--- config.mk ---
export PLATFORM = sky130hd
export DESIGN_NAME = alt_mode_fetch_execute
export DESIGN_NICKNAME = d
export VERILOG_FILES = /design/src/verilog/alt_mode_pkg.sv /design/src/verilog/alt_mode_fetch_execute.sv
export VERILOG_INCLUDE_DIRS = /design/src /design/src/verilog
export SDC_FILE = /design/constraint.sdc
export NUM_CORES = 1
export LEC_CHECK = 0
export ABC_AREA = 1
export BUFFER_PORTS_ARGS = -buffer_cell sky130_fd_sc_hd__buf_4
export CAP_MARGIN = 20
export CORE_MARGIN = 5
export CORE_UTILIZATION = 25
export DETAILED_ROUTE_END_ITERATION = 10
export HOLD_SLACK_MARGIN = 0.15
export PLACE_DENSITY = 0.37
export SYNTH_ARGS = -nofsm -noshare
export SYNTH_HDL_FRONTEND = slang
export SYNTH_SLANG_ARGS = --single-unit
--- constraint.sdc ---
create_clock -name ref_clk -period 8.2 [get_ports ref_clk]
set_input_delay 2.05 -clock ref_clk [delete_from_list [all_inputs] [get_ports ref_clk]]
set_output_delay 2.05 -clock ref_clk [all_outputs]
set_load 0.01 [all_outputs]
--- src/verilog/alt_mode_cfg.svh ---
// Offsets, field positions, reset values and instruction codes of the sequencer
`ifndef ALT_MODE_CFG_SVH
`define ALT_MODE_CFG_SVH

`define WORD_W 12
`define FIELD_W 2
`define ADDR_W 10
`define APB_ADDR_W 8

// Register offsets
`define REG_CTRL 8'h00
`define REG_STATUS 8'h04
`define REG_PC 8'h08

// Control bits
`define CTRL_RUN 0
`define CTRL_CONSOLE 1
`define CTRL_SKIP 2
`define CTRL_LINK 3

// Status bits
`define STAT_OVERFLOW 12
`define STAT_SAVE 13
`define STAT_RUN 14
`define STAT_FIELD 16

// Full-address opcodes in instruction bits 00-01
`define FA_ADD 2'h1
`define FA_STC 2'h2
`define FA_JUMP 2'h3

// Index-class opcodes, bits 00-06 with low bits zero
`define OP_LOAD_ACC 12'h200
`define OP_STORE_ACC 12'h220
`define OP_ADD_ACC 12'h240
`define OP_ADD_MEM 12'h260
`define OP_LINK_ADD 12'h280
`define OP_BIT_CLEAR 12'h360
`define OP_BIT_SET 12'h380

// Codes of the field and return controls (arbitrary values)
`define RETURN_DISABLE_CODE 12'h011
`define LOAD_FIELD_CODE 10'h030

`define SAVE_RESET 1'h1

`endif

--- src/verilog/alt_mode_pkg.sv ---
// Types shared by the alternate-mode sequencer
`default_nettype none
`include "alt_mode_cfg.svh"
package alt_mode_pkg;

	typedef enum logic [1:0] {FETCH, DEFER, EXECUTE} major_t;
	typedef enum logic [2:0] {TS1, TS2, TS3, TS4, TS5} tstate_t;

	typedef struct packed {
		logic psel;
		logic penable;
		logic pwrite;
		logic [`APB_ADDR_W-1:0] paddr;
		logic [31:0] pwdata;
	} apb_req_t;

	typedef struct packed {
		logic [31:0] prdata;
		logic pready;
		logic pslverr;
	} apb_rsp_t;

	typedef struct packed {
		logic [`WORD_W-1:0] addr;
		logic [`WORD_W-1:0] wdata;
		logic rd;
		logic wr;
	} mem_req_t;

	typedef struct packed {
		major_t major;
		tstate_t ts;
		logic [`WORD_W-1:0] pc;
		logic [`WORD_W-1:0] ma;
		logic [`WORD_W-1:0] mb;
		logic [`WORD_W-1:0] ir;
		logic [`WORD_W-1:0] acc;
		logic [`FIELD_W-1:0] field;
		logic [`FIELD_W-1:0] fieldBuf;
		logic skip;
		logic saveReturn;
		logic overflow;
		logic consoleCycle;
		logic run;
		logic consoleReq;
		logic link;
		logic [`WORD_W-1:0] lswMeta;
		logic [`WORD_W-1:0] lswSync;
		logic memRd;
		logic memWr;
		apb_rsp_t rsp;
	} state_t;

endpackage
`default_nettype wire

--- src/verilog/alt_mode_fetch_execute.sv ---
// Fetch, defer and execute sequencer for the alternate instruction set
//
// Summary of operation
// - Fetch T1 without console execute loads field and PC into memory address.
// - A set skip flag adds one to the fetch memory address.
// - Fetch T2 increments PC and clears instruction; TP3 loads memory data.
// - Console execute suppresses increments and loads left switches at T3.
// - Full-address ops decode bits 00-01; execute TP1 loads field and address.
// - Full add reads operand at T3 and sums into accumulator at T4.
// - Store-and-clear gates accumulator into buffer at T3, clears it and starts the memory write at T4.
// - Return-disable clears save flag so the next jump leaves 0000 alone.
// - Jump with nonzero target copies field buffer into field at fetch TP4.
// - Jump execute addresses 0000, saves PC plus 6000 if enabled, sets flag.
// - Jump T5 loads PC with target and current field.
// - Index class is bits 0-1 zero, bit 2 one; indirect bit 07, pointer 08-11.
// - Defer follows fetch except indirect with pointer zero, which uses next word.
// - Direct pointer-zero reads address word via PC in defer.
// - Nonzero pointer addresses pointer location, incremented at TP3 when indirect.
// - Load accumulator reads at TP3 and copies buffer to accumulator at TP4.
// - Store accumulator gates accumulator into buffer at TP3 for writing.
// - Add to accumulator reads at TP3 and loads sum at TP4.
// - Add to memory loads sum into buffer and accumulator at TP3, flags overflow.
// - Link add to memory also injects link bit as carry in.
// - Bit clear combines buffer and accumulator logically, loaded at TP4.
// - Bit set loads inclusive OR into accumulator at TP4.
//
// Implementation choices: the APB slave port and the placing of the registers.
`timescale 1ns/10ps
`default_nettype none
`include "alt_mode_cfg.svh"

module alt_mode_fetch_execute
(
	input wire logic ref_clk,
	input wire logic arst_n,
	input wire alt_mode_pkg::apb_req_t apbReq,
	output alt_mode_pkg::apb_rsp_t apbRsp,
	input wire logic [`WORD_W-1:0] leftSwitches,
	input wire logic [`WORD_W-1:0] memRdData,
	output alt_mode_pkg::mem_req_t memReq,
	output logic [`WORD_W-1:0] accumulator,
	output logic overflowFlag
);
	import alt_mode_pkg::*;

	state_t s;
	state_t next_s;

	// ************************************************************
	// Decode
	// ************************************************************
	logic isFull;
	logic isIndex;
	logic opAdd;
	logic opStc;
	logic opJump;
	logic indBit;
	logic ptrZero;
	logic directNext;
	logic [`WORD_W-1:0] opCode;
	logic carryIn;
	logic [`WORD_W:0] rdSum;
	logic [`WORD_W-1:0] mbSum;
	logic rdOverflow;
	logic advance;
	logic apbAck;
	logic [31:0] statusWord;

	assign isFull = s.ir[11:10] != 2'h0;
	assign isIndex = s.ir[11:9] == 3'h1;
	assign opAdd = s.ir[11:10] == `FA_ADD;
	assign opStc = s.ir[11:10] == `FA_STC;
	assign opJump = s.ir[11:10] == `FA_JUMP;
	assign indBit = s.ir[4];
	assign ptrZero = s.ir[3:0] == 4'h0;
	assign directNext = indBit && ptrZero;
	assign opCode = {s.ir[11:5], 5'h00};
	assign carryIn = (opCode == `OP_LINK_ADD) && s.link;
	assign rdSum = {1'h0, memRdData} + {1'h0, s.acc} + {12'h000, carryIn};
	assign mbSum = s.mb + s.acc;
	assign rdOverflow = (memRdData[11] == s.acc[11]) && (rdSum[11] != s.acc[11]);
	assign advance = !(s.major == FETCH && s.ts == TS1 && !s.run);
	assign apbAck = apbReq.psel && apbReq.penable && s.rsp.pready;

	always_comb
	begin
		statusWord = 32'h0000_0000;
		statusWord[11:0] = s.acc;
		statusWord[`STAT_OVERFLOW] = s.overflow;
		statusWord[`STAT_SAVE] = s.saveReturn;
		statusWord[`STAT_RUN] = s.run;
		statusWord[`STAT_FIELD+1:`STAT_FIELD] = s.field;
	end

	// ************************************************************
	// Next state
	// ************************************************************
	always_comb
	begin
		next_s = s;
		next_s.memRd = 1'h0;
		next_s.memWr = 1'h0;
		next_s.lswMeta = leftSwitches;
		next_s.lswSync = s.lswMeta;
		next_s.rsp.pready = 1'h0;
		next_s.rsp.pslverr = 1'h0;
		if (apbAck && apbReq.pwrite && apbReq.paddr == `REG_STATUS && apbReq.pwdata[`STAT_OVERFLOW])
		begin
			next_s.overflow = 1'h0;
		end
		if (advance)
		begin
			unique case (s.ts)
				TS1: next_s.ts = TS2;
				TS2: next_s.ts = TS3;
				TS3: next_s.ts = TS4;
				TS4: next_s.ts = TS5;
				TS5: next_s.ts = TS1;
				default: next_s.ts = TS1;
			endcase
			unique case (s.major)
				FETCH:
				begin
					unique case (s.ts)
						TS1:
						begin
							next_s.consoleCycle = s.consoleReq;
							next_s.consoleReq = 1'h0;
							if (!s.consoleReq)
							begin
								next_s.ma = {s.field, s.pc[9:0] + {9'h000, s.skip}};
								next_s.skip = 1'h0;
							end
						end
						TS2:
						begin
							next_s.ir = 12'h000;
							if (!s.consoleCycle)
							begin
								next_s.pc = {s.pc[11:10], s.ma[9:0] + 10'h001};
								next_s.memRd = 1'h1;
							end
						end
						TS3:
						begin
							if (s.consoleCycle)
							begin
								next_s.mb = s.lswSync;
								next_s.ir = s.lswSync;
							end
							else
							begin
								next_s.mb = memRdData;
								next_s.ir = memRdData;
							end
						end
						TS4:
						begin
							if (opJump && s.ir[9:0] != 10'h000)
							begin
								next_s.field = s.fieldBuf;
							end
							if (s.ir == `RETURN_DISABLE_CODE)
							begin
								next_s.saveReturn = 1'h0;
							end
							if (s.ir[11:2] == `LOAD_FIELD_CODE)
							begin
								next_s.fieldBuf = s.ir[1:0];
							end
						end
						TS5:
						begin
							next_s.consoleCycle = 1'h0;
							if (isIndex)
							begin
								next_s.major = directNext ? EXECUTE : DEFER;
							end
							else if (isFull)
							begin
								next_s.major = EXECUTE;
							end
						end
						default:
						begin
						end
					endcase
				end
				DEFER:
				begin
					unique case (s.ts)
						TS1:
						begin
							if (ptrZero)
							begin
								next_s.ma = {s.field, s.pc[9:0]};
							end
							else
							begin
								next_s.ma = {s.field, 6'h00, s.ir[3:0]};
							end
						end
						TS2:
						begin
							next_s.memRd = 1'h1;
							if (ptrZero)
							begin
								next_s.pc = {s.pc[11:10], s.pc[9:0] + 10'h001};
							end
						end
						TS3:
						begin
							next_s.mb = memRdData + {11'h000, indBit && !ptrZero};
						end
						TS4:
						begin
							next_s.memWr = indBit && !ptrZero;
						end
						TS5:
						begin
							next_s.major = EXECUTE;
						end
						default:
						begin
						end
					endcase
				end
				EXECUTE:
				begin
					unique case (s.ts)
						TS1:
						begin
							if (opJump)
							begin
								next_s.ma = {s.field, 10'h000};
							end
							else if (isFull)
							begin
								next_s.ma = {s.field, s.ir[9:0]};
							end
							else if (directNext)
							begin
								next_s.ma = {s.field, s.pc[9:0]};
							end
							else
							begin
								next_s.ma = {s.field, s.mb[9:0]};
							end
						end
						TS2:
						begin
							next_s.memRd = 1'h1;
							if (isIndex && directNext)
							begin
								next_s.pc = {s.pc[11:10], s.pc[9:0] + 10'h001};
							end
						end
						TS3:
						begin
							next_s.mb = memRdData;
							if (opStc)
							begin
								next_s.mb = s.acc;
							end
							else if (opJump && s.saveReturn)
							begin
								next_s.mb = {2'h3, s.pc[9:0]};
							end
							else if (isIndex && opCode == `OP_STORE_ACC)
							begin
								next_s.mb = s.acc;
							end
							else if (isIndex && (opCode == `OP_ADD_MEM || opCode == `OP_LINK_ADD))
							begin
								next_s.mb = rdSum[11:0];
								next_s.acc = rdSum[11:0];
								if (rdOverflow)
								begin
									next_s.overflow = 1'h1;
								end
							end
						end
						TS4:
						begin
							if (opAdd)
							begin
								next_s.acc = mbSum;
							end
							else if (opStc)
							begin
								next_s.acc = 12'h000;
								next_s.memWr = 1'h1;
							end
							else if (opJump)
							begin
								next_s.memWr = s.saveReturn;
								next_s.saveReturn = 1'h1;
							end
							else if (isIndex)
							begin
								unique case (opCode)
									`OP_LOAD_ACC: next_s.acc = s.mb;
									`OP_STORE_ACC: next_s.memWr = 1'h1;
									`OP_ADD_ACC: next_s.acc = mbSum;
									`OP_ADD_MEM: next_s.memWr = 1'h1;
									`OP_LINK_ADD: next_s.memWr = 1'h1;
									`OP_BIT_CLEAR: next_s.acc = s.acc & ~s.mb;
									`OP_BIT_SET: next_s.acc = s.acc | s.mb;
									default:
									begin
									end
								endcase
							end
						end
						TS5:
						begin
							if (opJump)
							begin
								next_s.pc = {s.field, s.ir[9:0]};
							end
							next_s.major = FETCH;
						end
						default:
						begin
						end
					endcase
				end
				default:
				begin
					next_s.major = FETCH;
				end
			endcase
		end
		// ************************************************************
		// APB slave, one wait state
		// ************************************************************
		if (apbReq.psel && apbReq.penable && !s.rsp.pready)
		begin
			next_s.rsp.pready = 1'h1;
			next_s.rsp.prdata = 32'h0000_0000;
			unique case (apbReq.paddr)
				`REG_CTRL: next_s.rsp.prdata[3:0] = {s.link, s.skip, s.consoleReq, s.run};
				`REG_STATUS: next_s.rsp.prdata = statusWord;
				`REG_PC: next_s.rsp.prdata[11:0] = s.pc;
				default: next_s.rsp.pslverr = 1'h1;
			endcase
		end
		if (apbAck && apbReq.pwrite && apbReq.paddr == `REG_CTRL)
		begin
			next_s.run = apbReq.pwdata[`CTRL_RUN];
			next_s.link = apbReq.pwdata[`CTRL_LINK];
			if (apbReq.pwdata[`CTRL_CONSOLE])
			begin
				next_s.consoleReq = 1'h1;
			end
			if (apbReq.pwdata[`CTRL_SKIP])
			begin
				next_s.skip = 1'h1;
			end
		end
		if (apbAck && apbReq.pwrite && apbReq.paddr == `REG_PC && !advance)
		begin
			next_s.pc = apbReq.pwdata[11:0];
		end
	end

	always_ff @(posedge ref_clk or negedge arst_n)
	begin
		if (!arst_n)
		begin
			s <= '0;
			s.saveReturn <= `SAVE_RESET;
		end
		else
		begin
			s <= next_s;
		end
	end

	assign apbRsp = s.rsp;
	assign memReq = '{addr: s.ma, wdata: s.mb, rd: s.memRd, wr: s.memWr};
	assign accumulator = s.acc;
	assign overflowFlag = s.overflow;
endmodule
`default_nettype wire

==> results of run 1 <==
layout make-up:
type / count / area (µm²)
clock buffer: 18 / 439
clock inverter: 13 / 191
tap: 532 / 666
sequential: 121 / 3030
multi-input combinational: 1118 / 5750
inverter: 179 / 677
timing repair buffer: 116 / 875
fill: 4616 / 29100
cells by family after synthesis:
| logic type | synth area share |
|---|---|
| other | 0.000365 |
| AND/OR/NAND/NOR | 0.302 |
| multiplexers | 0.00317 |
| adder cells (fa/ha/maj) | 0.0789 |
| flip-flops | 0.295 |
| XOR/XNOR | 0.0162 |
| buffers and inverters | 0.150 |
| AO/OA/AOI/OAI | 0.154 |
final timing paths:
check	end	cells past startpoint	startpoint	slack, ps
worst min register to register	s[36]	0	next_s[36]	340
max in group asynchronous	s[69]	2	arst_n	5300
worst max register to register	memReq[12]	19	opCode[10]	4660
worst min-delay path	s[36]	0	next_s[36]	340
min in group asynchronous	s[47]	1	arst_n	1610
worst max-delay path	memReq[12]	17	memRdData[0]	4190
metal layers:
layer / up-vias / wire length [µm]
met4: 0 / 754
li1: 4918 / -
met1: 4734 / 21000
met5: - / 0
met3: 35 / 2290
met2: 303 / 18300
sequential cells by signal (all words and copies together) (netlist names):
register	cells
accumulator	12
apbRsp	19
indBit	1
memReq	26
next_s	12
opCode	7
overflowFlag	1
s	43
worst max-delay path: cells and delay by family:
kind,cells,cell delay (ps)
buffers and inverters,2,190
adder cells (fa/ha/maj),2,920
AND/OR/NAND/NOR,13,1170
where the power goes:
part / internal (W) / switching (W) / total [W]
registers: 0.000769 / 0.000257 / 0.00103
logic: 0.000944 / 0.00213 / 0.00308
clock network: 0.000518 / 0.000323 / 0.000841
total: 0.00223 / 0.00271 / 0.00494
per-stage QoR:
stage | setup WS [ps] | instances | power (W)
2_1_floorplan | 4300 | 1539 | 0.00312
3_3_place_gp | 3680 | 2066 | 0.00412
3_5_place_dp | 3700 | 2066 | 0.00411
4_1_cts | 4180 | 2097 | 0.00497
5_1_grt | 3990 | 2097 | 0.00538
6_report | 4190 | 2097 | 0.00494
placed cells by master, fill, tap and decap left out, types with 15 or more instances in the layout:
master,count
clkbuf_16,17
a21oi_1,98
nor2_1,108
buf_4,115
nand4_1,15
inv_1,171
ha_1,60
nand2_1,464
nand3_1,107
conb_1,15
o21ai_0,107
dfrtp_1,120
==> metrics, run 1 <==
Reg clk slew, reported paths around 70 ps; postcts setup bufs 0; status complete, no violations; H-tree levels 4; setup TNS 0 ps; Synth top area share 0.292; Critical Path RT 8540 ps; Worst EP arrival 4350 ps; Overflow after GRT 0; Port-buffer cells 107; DP Area 0.0110 mm²; Post-synth top cells nand2_1, inv_1, dfrtp_1; Final Cycle Share 0.489; largest cells by area after synthesis dfrtp_1, nand2_1, ha_1; first-pass GRT wire length 62900 µm; Worst Setup End Kind flop; Hold Buf Count CTS 0; Syn Inst Count 1525; Hold Crit Class flop to flop; LEAKAGE 5.84 nW; DR vias 9990; initial antenna violation count 0; post-synth top area cell dfrtp_1; Root Driver clkbuf_16; critical path, cell by cell buf_4, inv_1, fa_1, fa_1, nand3b_1, nand2_1, nand2_1, nand2_1, nand2_1, nand2_1, nand2_1, nand3_1, nand2_1, nand2_1, nand2_1, nand2_1, nand2_1; Post-Syn Area 0.0103 mm²; Pre-antenna DRT Iters 7; Tmin final 4010 ps; share of layout cells above drive strength 1 0.118; DRT iter0 DRCs ~830; Initial Util 0.252; core box area 0.0407 mm²; final core occ 0.285; hold slack 344 ps; CP Class input port to flop; CTS Sinks between 100 and 150; Slew Limit Fails 0; CTS resizes 0; Worst-Skew Late Latency about 450 ps; maximum vdd ir drop 0.000230 V; PwrDens 425 mW/mm²; most crowded layer after global routing met1; drt wl/cell 20.2 µm; synth warn 0; Total GRT Usage 0.187; GPL Wtd Cong 0.884; Die W 213 µm; Worst Skew around 15 ps; CP Launch Type input port; Rows 74; Inserted Diodes 0; met3 Track Usage GR 0.0262; largest fanout on the critical path 3; final instance area 0.0116 mm²; Max Clk Rate 0.249 GHz; Slew headroom 0.379; IO Count approximately 140; Vias/cell 4.76; fin nets approximately 1700; Synth Register Bits 121; Critical Path Most Common Cell nand2_1; CP max stage delay 500 ps; vias in the first global route 9586; final-report setup violation count 0; Final Hold Viols 0; DIE AREA 0.0452 mm²; largest net degree at the start of global routing 63; Post-Route WL 42300 µm; Die Y between 200 and 250 µm; Syn-to-layout area delta 13.2%; CTS Buf Count 17; register area share after synthesis 0.295; antenna-violating nets left 0; TritonCTS clock tree done; RSZ-0062 raised after global routing no; Final HPWL DP 32800 µm; drc violations 0; asr flop ratio synth 1.00; count leader, synth nand2_1; Critical-path top delay cell fa_1; clock tree buffer depth 2; number of max-cap violations 0; Main synth FF type dfrtp_1; met2 usage in global routing 0.281; number of enable flip-flop cells after synthesis 0; worst slew pin tran 932 ps; distinct cell type count after synthesis 55; Avg Cell Area, Syn 6.74 µm²; met1 Usage GRT 0.282
(Power assumes the default switching activity.)
==> run 2, diff against run 1 <==
PLACE_DENSITY = 0.39   (was 0.37)
clock period = 3.3 ns   (was 8.2 ns; I/O delays follow)
==> metrics, run 2 (synthesized netlist as in run 1, its figures left out) <==
CP Launch Type flop; Worst setup startpoint opCode[6]; antenna-violating nets left 0 (unchanged); max reg flops 43 (unchanged); clock tree buffer depth 2 (unchanged); Final Hold Viols 0 (unchanged); worst slew pin tran 745 ps (-187 ps); Inserted Diodes 0 (unchanged); first-pass GRT wire length 62800 µm (about the same); setup TNS 0 ps (unchanged); Die Y 213 µm (unchanged); crit path buf inv count 2 (unchanged); core box area 0.0407 mm² (unchanged); DP Area 0.0112 mm² (+2.2%); Port-buffer cells 107 (unchanged); Reg2Reg Setup Slack 270 ps (-4390 ps); Worst Skew 19.1 ps (+4.42 ps); postcts setup bufs 0 (unchanged); most frequent cells in the layout nand2_1, inv_1, buf_4; Min-Delay Startpoint next_s[43]; largest net degree at the start of global routing 63 (unchanged); CTS resizes 0 (unchanged); DR vias 10156 (+1.7%); Tmin final 3030 ps; vias in the first global route 9729 (+1.5%); Worst EP arrival 3380 ps (-970 ps); CP Class flop to flop; IO Count 142 (unchanged); RSZ-0062 raised after global routing no; share of layout cells above drive strength 1 0.134 (+0.0160); Die W 213 µm (unchanged); Reg clk slew, reported paths 70 ps (about the same); GPL Wtd Cong 0.892 (+0.93%); CTS Buf Count 17 (unchanged); Register Area 0.00303 mm² (unchanged); Slew headroom 0.498 (+0.120); Slew Limit Fails 0 (unchanged); drt wl/cell 19.9 µm (-1.3%); Pre-antenna DRT Iters 5 (-2); Top Family by Delay on Critical Path simple AND/OR/NAND/NOR gates; Final Cycle Share 0.920; number of max-cap violations 0 (unchanged); hold slack 341 ps (-2.30 ps); maximum vdd ir drop 0.000439 V (+91%); Largest Register s; largest fanout on the critical path 6 (+3); initial antenna violation count 0 (unchanged); Hold Crit Class flop to flop; Worst-Skew Late Latency 460 ps (about the same); FF-to-FF Start opCode[6]; Vias/cell 4.77 (+0.23%); PwrDens 1050 mW/mm² (+150%); Final HPWL DP 33200 µm (+1.3%); DRT iter0 DRCs 835 (+0.36%); Worst Setup End Kind flop; DIE AREA 0.0452 mm² (unchanged); LEAKAGE 5.99 nW (+2.5%); Total GRT Usage 0.187 (-0.000224); Multi-input gate area 0.00575 mm² (unchanged); final-report setup violation count 0 (unchanged); Overflow after GRT 0 (unchanged); Critical-path top delay cell fa_1; status complete, no violations; Max Clk Rate roughly 0.33 GHz; Root Driver clkbuf_16; final instance area 0.0118 mm² (+1.9%); critical path, cell by cell inv_1, nand2_1, nor2_1, nand3_1, fa_1, fa_1, nand3b_1, nand2_1, nand2_1, nand2_1, nand2_1, nand2_1, nand2_1, nand2_1, nand2_1, nand2_1, inv_1, nand2_1, nand2_1; Critical Path RT 3640 ps (-4900 ps); CTS Sinks 121 (unchanged); Fillers 4571 (-0.97%); Initial Util 0.252 (unchanged); Rows 74 (unchanged); Critical Path Most Common Cell nand2_1; Post-Route WL 42300 µm (about the same); Hold Buf Count CTS 0 (unchanged); commonest non-fill, non-tap cell in the layout nand2_1; H-tree levels 4 (unchanged); Syn-to-layout area delta 15.3%; drc violations 0 (unchanged); TritonCTS clock tree done; CP max stage delay 460 ps (-40 ps); fin nets 1714 (+1.7%)
[run 2: cell count changes in the layout (fill, tap and decap cells not counted), moves of 2 or more]
cell,change
clkinvlp_4,-3
bufinv_16,-2
buf_12,+2
clkinv_4,+3
buf_4,+27
inv_8,+3
[run 2: layer usage]
layer	part of all wire	routed length [µm]	vias to the layer above	track usage
met5	0	0	-	0
li1	-	-	4967	-
met4	0.026	1120	0	0.0600
met2	0.42	17900	310	0.276
met3	0.059	2510	48	0.0332
met1	0.49	20800	4831	0.276
[run 2: final timing paths]
| check | depth (start not counted) | end |
|---|---|---|
| worst min-delay path | 0 | s[43] |
| max in group asynchronous | 2 | s[65] |
| worst max register to register | 19 | accumulator[10] |
| worst max-delay path | 19 | accumulator[10] |
| min in group asynchronous | 1 | next_s[38] |
| worst min register to register | 0 | s[43] |
[run 2: layout make-up]
class / instances / share of cell area
clock buffers: 17 / 0.0359
well taps: 532 / 0.0562
repair buffers: 145 / 0.0943
multi-input cells: 1118 / 0.486
clock inverters: 15 / 0.0150
flip-flops and latches: 121 / 0.256
inverters: 179 / 0.0571
[run 2: report_power, final]
group | switching (W) | internal (W) | total [W]
registers | 0.000623 | 0.00191 | 0.00253
clock network | 0.000881 | 0.00114 | 0.00202
logic | 0.00539 | 0.00253 | 0.00792
total | 0.00690 | 0.00558 | 0.0125
[run 2: metrics by stage]
step,total power (W),utilization,setup WS (ps),instances
after global placement,0.0104,0.276,238,2095
final,0.0125,0.291,265,2127
after global routing,0.0135,0.291,15.9,2127
after floorplan,0.00775,-,450,1539
after CTS,0.0125,0.291,232,2127
after detailed placement,0.0104,0.276,212,2095
